**src/reset_seq_cfg.svh**
```systemverilog
// constants for the reset and time-out sequencer
// assumes a 20 mhz reference clock and a byte-addressed register port
`ifndef RESET_SEQ_CFG_SVH
`define RESET_SEQ_CFG_SVH

// ****************************************
// register byte offsets
// ****************************************
`define OFS_STATUS 4'h0
`define OFS_CTRL 4'h4
`define OFS_CFG 4'h8

// ****************************************
// control register fields and reset values
// ****************************************
`define CTRL_SLEEP_BIT 0
`define CTRL_KEEP_ACK_BIT 1
`define FLAG_RESET 1'b1

// ****************************************
// timing
// ****************************************
`define CLK_NS 50
`define CLK_MHZ 20
`define GLITCH_NS 200
`define GLITCH_CYC ((`GLITCH_NS + `CLK_NS - 1) / `CLK_NS)
`define BOR_QUAL_US 100
`define BOR_QUAL_CYC (`BOR_QUAL_US * `CLK_MHZ)
`define OST_CYCLES 1024
`define POWERUP_DELAY_TIMER_MS 72
`define RC_OSC_KHZ 1000
`define POWERUP_DELAY_TIMER_TICKS (`POWERUP_DELAY_TIMER_MS * `RC_OSC_KHZ)

`endif

```
**src/reset_seq_pkg.sv**
```systemverilog
// types shared by the reset and time-out sequencer
// assumes nothing beyond a systemverilog compiler
package reset_seq_pkg;

    // oscillator mode field as stored in nonvolatile configuration
    typedef enum logic [1:0] {
        low_power_crystal_mode = 2'h0,
        standard_crystal_mode = 2'h1,
        high_speed_crystal_mode = 2'h2,
        resistor_capacitor_mode = 2'h3
    } osc_mode_e;

    // nonvolatile configuration bits seen by the sequencer
    typedef struct packed {
        logic brownout_enable_cfg;
        logic powerup_delay_enable_cfg;
        osc_mode_e osc_mode_select;
    } cfg_s;

    // one-hot cause of the last reset
    typedef enum logic [5:0] {
        cause_none = 6'h00,
        cause_power_on = 6'h01,
        cause_pin_run = 6'h02,
        cause_pin_sleep = 6'h04,
        cause_watchdog_run = 6'h08,
        cause_watchdog_wake = 6'h10,
        cause_brownout = 6'h20
    } cause_e;

    // gray-coded sequencer: hold -> delay -> startup -> run
    typedef enum logic [1:0] {
        st_hold = 2'h0,
        st_powerup_delay_timer = 2'h1,
        st_ost = 2'h3,
        st_run = 2'h2
    } seq_state_e;

    // status word layout, low bits of the status register
    typedef struct packed {
        seq_state_e state;
        logic keep_valid;
        logic powerdown_flag;
        logic timeout_flag;
        cause_e cause;
    } status_s;

endpackage

```
**src/reset_timeout_sequencer.sv**
```systemverilog
// reset source arbiter and power-up time-out sequencer for an 8-bit core
// assumes synchronous inputs on ref_clk, an rc tick and an oscillator input
//
// Chosen here: the register addresses and the Avalon-MM interface to the registers.
`timescale 1ns/1ps
`default_nettype none
`include "reset_seq_cfg.svh"

module reset_timeout_sequencer import reset_seq_pkg::*; #(
    parameter int powerup_delay_timer_ticks = `POWERUP_DELAY_TIMER_TICKS
) (
    // clock and block reset
    input wire logic ref_clk,
    input wire logic nrst,
    // reset sources
    input wire logic supply_rise,
    input wire logic low_supply,
    input wire logic external_reset_pin_n,
    input wire logic watchdog_timeout,
    // timing sources
    input wire logic rc_osc_tick,
    input wire logic oscillator_input_pin,
    // nonvolatile configuration
    input wire cfg_s cfg,
    // register port
    input wire logic [3:0] avs_address,
    input wire logic avs_read,
    input wire logic avs_write,
    input wire logic [31:0] avs_writedata,
    input wire logic [3:0] avs_byteenable,
    output logic [31:0] avs_readdata,
    output logic avs_waitrequest,
    // reset outputs toward the core
    output logic core_reset,
    output logic regs_init
);

    // ****************************************
    // helpers
    // ****************************************

    // crystal modes need the startup count, rc mode never does
    function automatic logic is_crystal(input osc_mode_e m);
        return m != resistor_capacitor_mode;
    endfunction

    // ****************************************
    // pin filter and brown-out qualifier
    // ****************************************

    logic [2:0] glitch_cnt, next_glitch_cnt;
    logic pin_rst, next_pin_rst;
    logic [11:0] bor_cnt, next_bor_cnt;
    logic bor_active, next_bor_active;
    logic osc_q, next_osc_q;
    logic osc_edge;

    // the pin is only ever read here; nothing drives it back
    always_comb begin
        next_glitch_cnt = 3'h0;
        next_pin_rst = 1'b0;
        if (!external_reset_pin_n) begin
            next_pin_rst = pin_rst;
            if (glitch_cnt == 3'(`GLITCH_CYC - 1)) begin
                next_pin_rst = 1'b1;
                next_glitch_cnt = glitch_cnt;
            end else begin
                next_glitch_cnt = glitch_cnt + 3'h1;
            end
        end
        // dips shorter than the qualify time are forgotten
        next_bor_cnt = 12'h000;
        next_bor_active = 1'b0;
        if (low_supply && cfg.brownout_enable_cfg) begin
            next_bor_active = bor_active;
            if (bor_cnt == 12'(`BOR_QUAL_CYC - 1)) begin
                next_bor_active = 1'b1;
                next_bor_cnt = bor_cnt;
            end else begin
                next_bor_cnt = bor_cnt + 12'h001;
            end
        end
        next_osc_q = oscillator_input_pin;
    end

    // a resonator or a driven clock both give rising edges here
    assign osc_edge = oscillator_input_pin & ~osc_q;

    always_ff @(posedge ref_clk or negedge nrst) begin
        if (!nrst) begin
            glitch_cnt <= 3'h0;
            pin_rst <= 1'b0;
            bor_cnt <= 12'h000;
            bor_active <= 1'b0;
            osc_q <= 1'b0;
        end else begin
            glitch_cnt <= next_glitch_cnt;
            pin_rst <= next_pin_rst;
            bor_cnt <= next_bor_cnt;
            bor_active <= next_bor_active;
            osc_q <= next_osc_q;
        end
    end

    // ****************************************
    // sequencer
    // ****************************************

    seq_state_e state, next_state;
    cause_e cause, next_cause;
    logic [23:0] powerup_delay_timer_cnt, next_powerup_delay_timer_cnt;
    logic [9:0] ost_cnt, next_ost_cnt;
    logic need_powerup_delay_timer, next_need_powerup_delay_timer;
    logic need_ost, next_need_ost;
    logic timeout_flag, next_timeout_flag;
    logic powerdown_flag, next_powerdown_flag;
    logic sleeping, next_sleeping;
    logic keep_valid, next_keep_valid;
    logic por_pending, next_por_pending;
    logic next_regs_init, next_core_reset;
    logic powerup_delay_timer_on, por_req, ctrl_wr, wake;

    // brown-out enable overrides the active-low delay enable
    assign powerup_delay_timer_on = !cfg.powerup_delay_enable_cfg
                     || cfg.brownout_enable_cfg;
    assign por_req = supply_rise || por_pending;
    assign wake = watchdog_timeout && sleeping && state == st_run;

    // priority: power-on, brown-out, pin, watchdog
    always_comb begin
        next_state = state;
        next_cause = cause;
        next_powerup_delay_timer_cnt = powerup_delay_timer_cnt;
        next_ost_cnt = ost_cnt;
        next_need_powerup_delay_timer = need_powerup_delay_timer;
        next_need_ost = need_ost;
        next_timeout_flag = timeout_flag;
        next_powerdown_flag = powerdown_flag;
        next_sleeping = sleeping;
        next_keep_valid = keep_valid;
        next_regs_init = regs_init;
        next_por_pending = 1'b0;
        // software enters sleep or marks keep-class contents valid
        if (ctrl_wr && avs_byteenable[0]) begin
            if (avs_writedata[`CTRL_SLEEP_BIT]) begin
                next_sleeping = 1'b1;
                next_timeout_flag = 1'b1;
                next_powerdown_flag = 1'b0;
            end
            if (avs_writedata[`CTRL_KEEP_ACK_BIT]) begin
                next_keep_valid = 1'b1;
            end
        end
        if (por_req) begin
            next_state = st_hold;
            next_cause = cause_power_on;
            next_timeout_flag = 1'b1;
            next_powerdown_flag = 1'b1;
            next_keep_valid = 1'b0;
            next_regs_init = 1'b1;
            next_need_powerup_delay_timer = powerup_delay_timer_on;
            next_need_ost = is_crystal(cfg.osc_mode_select);
            next_sleeping = 1'b0;
            next_powerup_delay_timer_cnt = 24'h0;
            next_ost_cnt = 10'h0;
        end else if (bor_active) begin
            next_state = st_hold;
            next_cause = cause_brownout;
            next_timeout_flag = 1'b1;
            next_powerdown_flag = 1'b1;
            next_regs_init = 1'b1;
            next_need_powerup_delay_timer = 1'b1;
            next_need_ost = 1'b0;
            next_sleeping = 1'b0;
            next_powerup_delay_timer_cnt = 24'h0;
            next_ost_cnt = 10'h0;
        end else if (pin_rst && state == st_run) begin
            next_state = st_hold;
            next_regs_init = 1'b1;
            next_sleeping = 1'b0;
            if (sleeping) begin
                next_cause = cause_pin_sleep;
                next_timeout_flag = 1'b1;
                next_powerdown_flag = 1'b0;
                next_need_ost = is_crystal(cfg.osc_mode_select);
            end else begin
                next_cause = cause_pin_run;
            end
        end else if (wake) begin
            // wake-up resumes execution: no register init
            next_cause = cause_watchdog_wake;
            next_timeout_flag = 1'b0;
            next_powerdown_flag = 1'b0;
            next_sleeping = 1'b0;
            next_ost_cnt = 10'h0;
            if (is_crystal(cfg.osc_mode_select)) begin
                next_state = st_ost;
            end
        end else if (watchdog_timeout && state == st_run) begin
            // internal only; the pin stays an input
            next_cause = cause_watchdog_run;
            next_timeout_flag = 1'b0;
            next_powerdown_flag = 1'b1;
            next_regs_init = 1'b1;
            next_state = st_hold;
        end else begin
            unique case (state)
                st_hold: begin
                    if (need_powerup_delay_timer) begin
                        next_state = st_powerup_delay_timer;
                    end else if (need_ost) begin
                        next_state = st_ost;
                    end else begin
                        next_state = st_run;
                    end
                end
                st_powerup_delay_timer: begin
                    if (rc_osc_tick) begin
                        next_powerup_delay_timer_cnt = powerup_delay_timer_cnt + 24'h1;
                    end
                    if (powerup_delay_timer_cnt == 24'(powerup_delay_timer_ticks)) begin
                        next_need_powerup_delay_timer = 1'b0;
                        next_powerup_delay_timer_cnt = 24'h0;
                        next_state = need_ost ? st_ost : st_run;
                    end
                    // a fresh dip after brown-out restarts the whole delay
                    if (low_supply && cfg.brownout_enable_cfg
                        && cause == cause_brownout) begin
                        next_powerup_delay_timer_cnt = 24'h0;
                        next_need_powerup_delay_timer = 1'b1;
                        next_state = st_powerup_delay_timer;
                    end
                end
                st_ost: begin
                    if (osc_edge) begin
                        next_ost_cnt = ost_cnt + 10'h1;
                        if (ost_cnt == 10'(`OST_CYCLES - 1)) begin
                            next_need_ost = 1'b0;
                            next_ost_cnt = 10'h0;
                            next_state = st_run;
                        end
                    end
                end
                st_run: begin
                    next_regs_init = 1'b0;
                end
            endcase
        end
        // the pin still holds the core even while timers run out
        next_core_reset = next_state == st_hold || next_state == st_powerup_delay_timer
                          || next_state == st_ost || pin_rst
                          || bor_active || por_req;
    end

    // release happens on a ref_clk edge only
    always_ff @(posedge ref_clk or negedge nrst) begin
        if (!nrst) begin
            state <= st_hold;
            cause <= cause_none;
            powerup_delay_timer_cnt <= 24'h0;
            ost_cnt <= 10'h0;
            need_powerup_delay_timer <= 1'b0;
            need_ost <= 1'b0;
            timeout_flag <= `FLAG_RESET;
            powerdown_flag <= `FLAG_RESET;
            sleeping <= 1'b0;
            keep_valid <= 1'b0;
            por_pending <= 1'b1;
            regs_init <= 1'b1;
            core_reset <= 1'b1;
        end else begin
            state <= next_state;
            cause <= next_cause;
            powerup_delay_timer_cnt <= next_powerup_delay_timer_cnt;
            ost_cnt <= next_ost_cnt;
            need_powerup_delay_timer <= next_need_powerup_delay_timer;
            need_ost <= next_need_ost;
            timeout_flag <= next_timeout_flag;
            powerdown_flag <= next_powerdown_flag;
            sleeping <= next_sleeping;
            keep_valid <= next_keep_valid;
            por_pending <= next_por_pending;
            regs_init <= next_regs_init;
            core_reset <= next_core_reset;
        end
    end

    // ****************************************
    // register port
    // ****************************************

    logic ack, next_ack;
    logic [31:0] next_readdata;
    status_s status;

    assign status = '{state: state, keep_valid: keep_valid,
                      powerdown_flag: powerdown_flag,
                      timeout_flag: timeout_flag, cause: cause};
    // one wait state on every access keeps read data registered
    assign avs_waitrequest = (avs_read || avs_write) && !ack;
    assign ctrl_wr = avs_write && ack && avs_address == `OFS_CTRL;

    always_comb begin
        next_ack = (avs_read || avs_write) && !ack;
        next_readdata = avs_readdata;
        if (avs_read && !ack) begin
            unique case (avs_address)
                `OFS_STATUS: next_readdata = 32'(status);
                `OFS_CTRL: next_readdata = 32'(sleeping);
                `OFS_CFG: next_readdata = 32'(cfg);
                default: next_readdata = 32'h0; // unmapped reads as zero
            endcase
        end
    end

    always_ff @(posedge ref_clk or negedge nrst) begin
        if (!nrst) begin
            ack <= 1'b0;
            avs_readdata <= 32'h0;
        end else begin
            ack <= next_ack;
            avs_readdata <= next_readdata;
        end
    end
endmodule
`default_nettype wire

```
**config.mk**
```make
export PLATFORM = sky130hd
export DESIGN_NAME = reset_timeout_sequencer
export DESIGN_NICKNAME = d
export VERILOG_FILES = /design/src/reset_seq_pkg.sv /design/src/reset_timeout_sequencer.sv
export VERILOG_INCLUDE_DIRS = /design/src /design/src/src
export SDC_FILE = /design/constraint.sdc
export NUM_CORES = 1
export LEC_CHECK = 0
export CAP_MARGIN = 20
export CORE_MARGIN = 2
export CORE_UTILIZATION = 30
export CTS_BUF_LIST = sky130_fd_sc_hd__clkbuf_16
export CTS_CLUSTER_SIZE = 24
export DETAILED_ROUTE_END_ITERATION = 12
export DONT_BUFFER_PORTS = 1
export PLACE_DENSITY = 0.54
export SLEW_MARGIN = 15
export SYNTH_ARGS = -nofsm -noshare
export SYNTH_HDL_FRONTEND = slang
export SYNTH_SLANG_ARGS = --single-unit
```
**constraint.sdc**
```tcl
create_clock -name ref_clk -period 2.9 [get_ports ref_clk]
set_input_delay 0.145 -clock ref_clk [delete_from_list [all_inputs] [get_ports ref_clk]]
set_output_delay 0.145 -clock ref_clk [all_outputs]
set_load 0.005 [all_outputs]
```
Yosys cells after proc, flatten, opt, wreduce, memory -nomap -nowiden:

Index checks and enable logic that the tools add are counted.
Widths: inputs -> output; s select.

* add/sub/neg operators: 4
* equality and inequality tests: 23
* mux-type cells: 93
* bitwise logic cells: 2
* reductions and logical operators: 46

Operators with widths (count)
* $mux 24: 9
* $mux 10: 8
* $mux 1: 53
* $pmux 11 s3: 1
* $mux 6: 5
* $reduce_bool 5->1: 5
* $add 24x1->24 const B: 1
* $eq 24x17->1 const B: 1
* $mux 12: 2
* $reduce_bool 4->1: 6
* $mux 2: 11
* $add 12x1->12 const B: 1
* $eq 12x11->1 const B: 1
* $ne 4x4->1 const B: 3
* $logic_and 1x1->1: 11
* $add 10x1->10 const B: 1
* $eq 10x10->1 const B: 1
* $reduce_and 5->1: 2
* $mux 3: 3
* $ne 3x3->1 const B: 3
* $logic_or 1x1->1: 8
* $ne 2x2->1 const B: 4
* $eq 2x2->1 const B: 3
* $eq 6x6->1 const B: 1
* 17 further kinds: 24

* bits in registers: 102
* bits of input ports: 54
* logic and storage cells: 188

Depth between registers and ports, before layout:

* depth after elaboration: 15
* depth in mapped cells: 9

Worst setup path after synthesis:

Ideal clock, no wire load.

* kind: reg-to-reg
* start: register powerup_delay_timer_cnt[0]
* end: register powerup_delay_timer_cnt[23]
* setup time: 130 ps
* arrival: 2310 ps
* setup slack: 460 ps
* cell stages (with the launch flop): 10
* clock period less this slack: 2440 ps
* cells stage by stage: dfrtp_1 inv_1 ha_1 or4b_1 or4_4 o21a_4 clkbuf_8 buf_2 o31ai_1 a21oi_1

* longest elaborated chain between the ends: 10
* elaborated cells on any way between the ends: 13
* those cells by class: add/sub: 1; eq/ne: 1; mux: 9; reduce/logical: 2

RTL lines
* start, declared: line reset_timeout_sequencer.sv:111 `logic [23:0] powerup_delay_timer_cnt, next_powerup_delay_timer_cnt;`
* start signal, assigned: line reset_timeout_sequencer.sv:274 `powerup_delay_timer_cnt <= next_powerup_delay_timer_cnt;`
* $add 24x1->24: line reset_timeout_sequencer.sv:219 `next_powerup_delay_timer_cnt = powerup_delay_timer_cnt + 24'h1;`
* $mux 24: line reset_timeout_sequencer.sv:218 `if (rc_osc_tick) begin`
* $mux 24: line reset_timeout_sequencer.sv:221 `if (powerup_delay_timer_cnt == 24'(powerup_delay_timer_ticks)) begin`
* $mux 24: line reset_timeout_sequencer.sv:227 `if (low_supply && cfg.brownout_enable_cfg`
* $mux 24: line reset_timeout_sequencer.sv:207 `unique case (state)`
* $mux 24: line reset_timeout_sequencer.sv:199 `end else if (watchdog_timeout && state == st_run) begin`
* $mux 24: line reset_timeout_sequencer.sv:189 `end else if (wake) begin`
* $mux 24: line reset_timeout_sequencer.sv:177 `end else if (pin_rst && state == st_run) begin`
* $mux 24: line reset_timeout_sequencer.sv:166 `end else if (bor_active) begin`
* $mux 24: line reset_timeout_sequencer.sv:154 `if (por_req) begin`

Several ways; a longest one is shown, not always the timed one. The select of a mux whose other input is x is not followed.
A chain may end at the register's enable or synchronous reset.

Final worst setup path:

* start: register powerup_delay_timer_cnt[0]
* end: register powerup_delay_timer_cnt[22]

Same word-level chain as after synthesis.

==> impl_metrics.py <==
metrics = {
    "synth": {
        "yosys_warnings": 0,
        "yosysUniqueCellTypes": 55,
        "synth_commonest_cells": "76 x dfrtp_1, 55 x nor2_1, 33 x nand2_1",
        "netlist_area_mm2": 0.004257,
        "ys.flop_type": "dfrtp_1",
        "async_flop_share_pct": 100.0,
        "synth_cells": 447,
        "synth_area_per_cell_um2": 9.523,
        "synth_top_family_by_area": "simple AND/OR/NAND/NOR gates",
        "synth_adder_area_share_pct": 1.764,
        "synth_seq_area_share_pct": 47.77,
        "ys_ff_latch": 81,
        "synth_xor_area_share_pct": 4.527,
        "synth_mux_area_share_pct": 2.352,
        "synth_most_common_cell": "dfrtp_1",
        "synth_area_leaders": "dfrtp_1 45%, nor2_1 4.9%, buf_4 3.7%, xor2_1 3.3%, dfstp_2 3.1%",
        "yosys.area_share.simple_pct": 22.93,
        "synth_top_cell_area_share_pct": 44.68,
        "synth_compound_area_share_pct": 14.05,
        "yosysTopAreaCell": "dfrtp_1",
        "synth-edff-count": 0,
    },
    "drt": {
        "vias": 3317,
        "drtIter0Drc": 239,
        "ant_nets": 0,
        "first_pass_iters": 5,
        "drc": 0,
        "avgViaCountPerCell": 5.183,
        "routed_wl_um": 9403,
        "wl_per_cell_um": 14.69,
    },
    "global_route": {
        "grt_pass1_vias": 3127,
        "gr-total-overflow": 0,
        "grt_max_degree": 82,
        "grt_pass1_wl_um": 15580,
        "antenna_found_initial": 0,
        "track_usage_pct": 12.92,
    },
    "timing": {
        "fmax_ghz": 0.3763,
        "setup_viol": 0,
        "slew_violations": 0,
        "min_period_over_period_pct": 91.63,
        "worstMarginPinSlew_ns": 0.9152,
        "timing.setup.tns_ns": 0,
        "skew_ns": 0.008577,
        "rsz0062_at_grt": "false",
        "max_slew_margin_pct": 38.51,
        "hold_violations": 0,
        "period_needed_ns": 2.657,
    },
    "cts": {
        "htreeDepth": 3,
        "cts.clk_slew.worst_paths_ns": 0.06,
        "clk_latency_ns": 0.34,
        "cts_buffers": 9,
        "tritoncts": "done",
        "cts-root-buf": "clkbuf_16",
        "cts_resized": 0,
        "clk_path_buf_depth": 2,
        "cts.sinks": 81,
    },
    "finish": {
        "fill_cells": 1377,
        "final_cells": 640,
        "drive_gt1_share_pct": 7.174,
        "layout.nets": 515,
        "syn_to_final_growth_pct": 11.35,
        "antenna_cells": 0,
        "regArea_mm2": 0.002033,
        "multi_input_area_mm2": 0.002024,
    },
    "floorplan": {
        "placementRows": 43,
        "core-area_mm2": 0.01388,
        "die-area_mm2": 0.01516,
        "start_util_pct": 30.67,
        "pin_count": 89,
        "dieHeight_um": 123.1,
        "die_w_um": 123.1,
    },
    "place": {
        "place.gp.congestion": 0.8071,
        "hpwlAfterDp_um": 6415,
        "portBuffers": 0,
        "place_inst": 618,
    },
    "pwr": {
        "power_leakage_nw": 1.967,
        "power_density_mw_per_mm2": 531.4,
        "ir_drop_uv": 263.9,
        "design_power_total_mw": 2.519,
    },
    "critical_path": {
        "cp-start-kind": "flop",
        "worstPathArrival_ns": 2.91,
        "end_kind": "flop",
        "path_class": "reg -> reg",
        "cp_data_required_time_ns": 3.16,
        "critPathMaxFanout": 26,
    },
    "outcome": {
        "run_status": "finished, final reports clean",
    },
    "run": {
        "maxCapViolations": 0,
    },
    "hold_path": {
        "min_path_type": "in -> reg",
    },
}
-- layout make-up --
| class | count | share of cell area, % |
|---|---|---|
| Timing Repair Buffer | 12 | 2.587 |
| Multi-Input combinational cell | 339 | 42.71 |
| Clock buffer | 9 | 4.752 |
| Clock inverter | 7 | 1.346 |
| Tap cell | 180 | 4.752 |
| Inverter | 12 | 0.9504 |
| Sequential cell | 81 | 42.90 |
-- logic make-up after synthesis --
family	Yosys count
and+or+nand+nor	187
AOI/OAI and AO/OA	92
DFF	81
buffers and inverters	48
xor gates and xnor gates	22
muxes	10
adders and majority gates	6
other	1
-- critical path, stage by stage, from the launching register on --
cell and delay [ns]:
dfrtp_1 0.45, inv_1 0.09, ha_1 0.13, or4b_1 0.45, or4_4 0.46, o21a_4 0.33, or4_1 0.52, a21oi_1 0.16
-- worst paths after layout --
path                                       startpoint                           to  slack, ns  depth (start not counted)
max                        powerup_delay_timer_cnt[0]  powerup_delay_timer_cnt[22]       0.24                          7
min                                         avs_write                          ack       0.01                          2
max reg2reg                powerup_delay_timer_cnt[0]  powerup_delay_timer_cnt[22]       0.24                          7
min reg2reg                                       ack                          ack       0.47                          1
max in group asynchronous                        nrst                  por_pending       2.15                          2
min in group asynchronous                        nrst  powerup_delay_timer_cnt[23]       0.38                          2
-- routing by layer --
metal  track usage [%]  vias to the layer above  part of all wire, %
met4             5.469                        0                  1.6
met5                 0                        -                    0
met3             2.629                       11                  5.7
li1                  -                     1594                    -
met1             17.34                     1613                   47
met2             20.27                       99                   46
-- placed cells by master, fill, tap and decap left out, types with 7 or more instances in the layout --
| master | count |
|---|---|
| dfrtp_1 | 76 |
| nor2_1 | 55 |
| nand2_1 | 33 |
| a21oi_1 | 26 |
| o21ai_0 | 22 |
| conb_1 | 22 |
| nand3_1 | 17 |
| nand4_1 | 17 |
| xor2_1 | 16 |
| inv_1 | 13 |
| nor3_1 | 12 |
| o31ai_1 | 12 |
| mux2i_1 | 10 |
| clkbuf_16 | 9 |
| a22o_1 | 8 |
| or4_1 | 7 |
| or3_1 | 7 |
-- flip-flops by register name, summed over array words and instances, names as in the netlist, 2 cells and up --
name,cells
state,2
cause,6
glitch_cnt,3
bor_cnt,12
avs_readdata,11
ost_cnt,10
powerup_delay_timer_cnt,24
-- metrics by stage --
stage          area, um2  hold slack, ns  setup WS, ns  utilization (%)
2_1_floorplan       4335         -0.1506        0.4602                -
3_3_place_gp        4373         -0.1468        0.2734            31.50
3_5_place_dp        4373         -0.1466        0.2524            31.50
4_1_cts             4740        0.001415        0.2424            34.14
5_1_grt             4740        0.009589        0.1013            34.14
6_report            4740         0.01349        0.2426            34.14
-- power by group --
group          leakage [nW]  switching [mW]  total [mW]  internal, mW
clock                 0.142           0.453        1.11         0.659
combinational         0.732           0.127       0.200        0.0728
sequential             1.09          0.0423        1.21          1.16
total                  1.97           0.622        2.52          1.90
-- what timing repair did --
item	in CTS	in global routing
endpoints found under the hold margin	90	0
hold buffers	6	0
buffers inserted	0	0
setup endpoints to repair	0	0
Note: power is estimated with default switching activity, not from simulation.
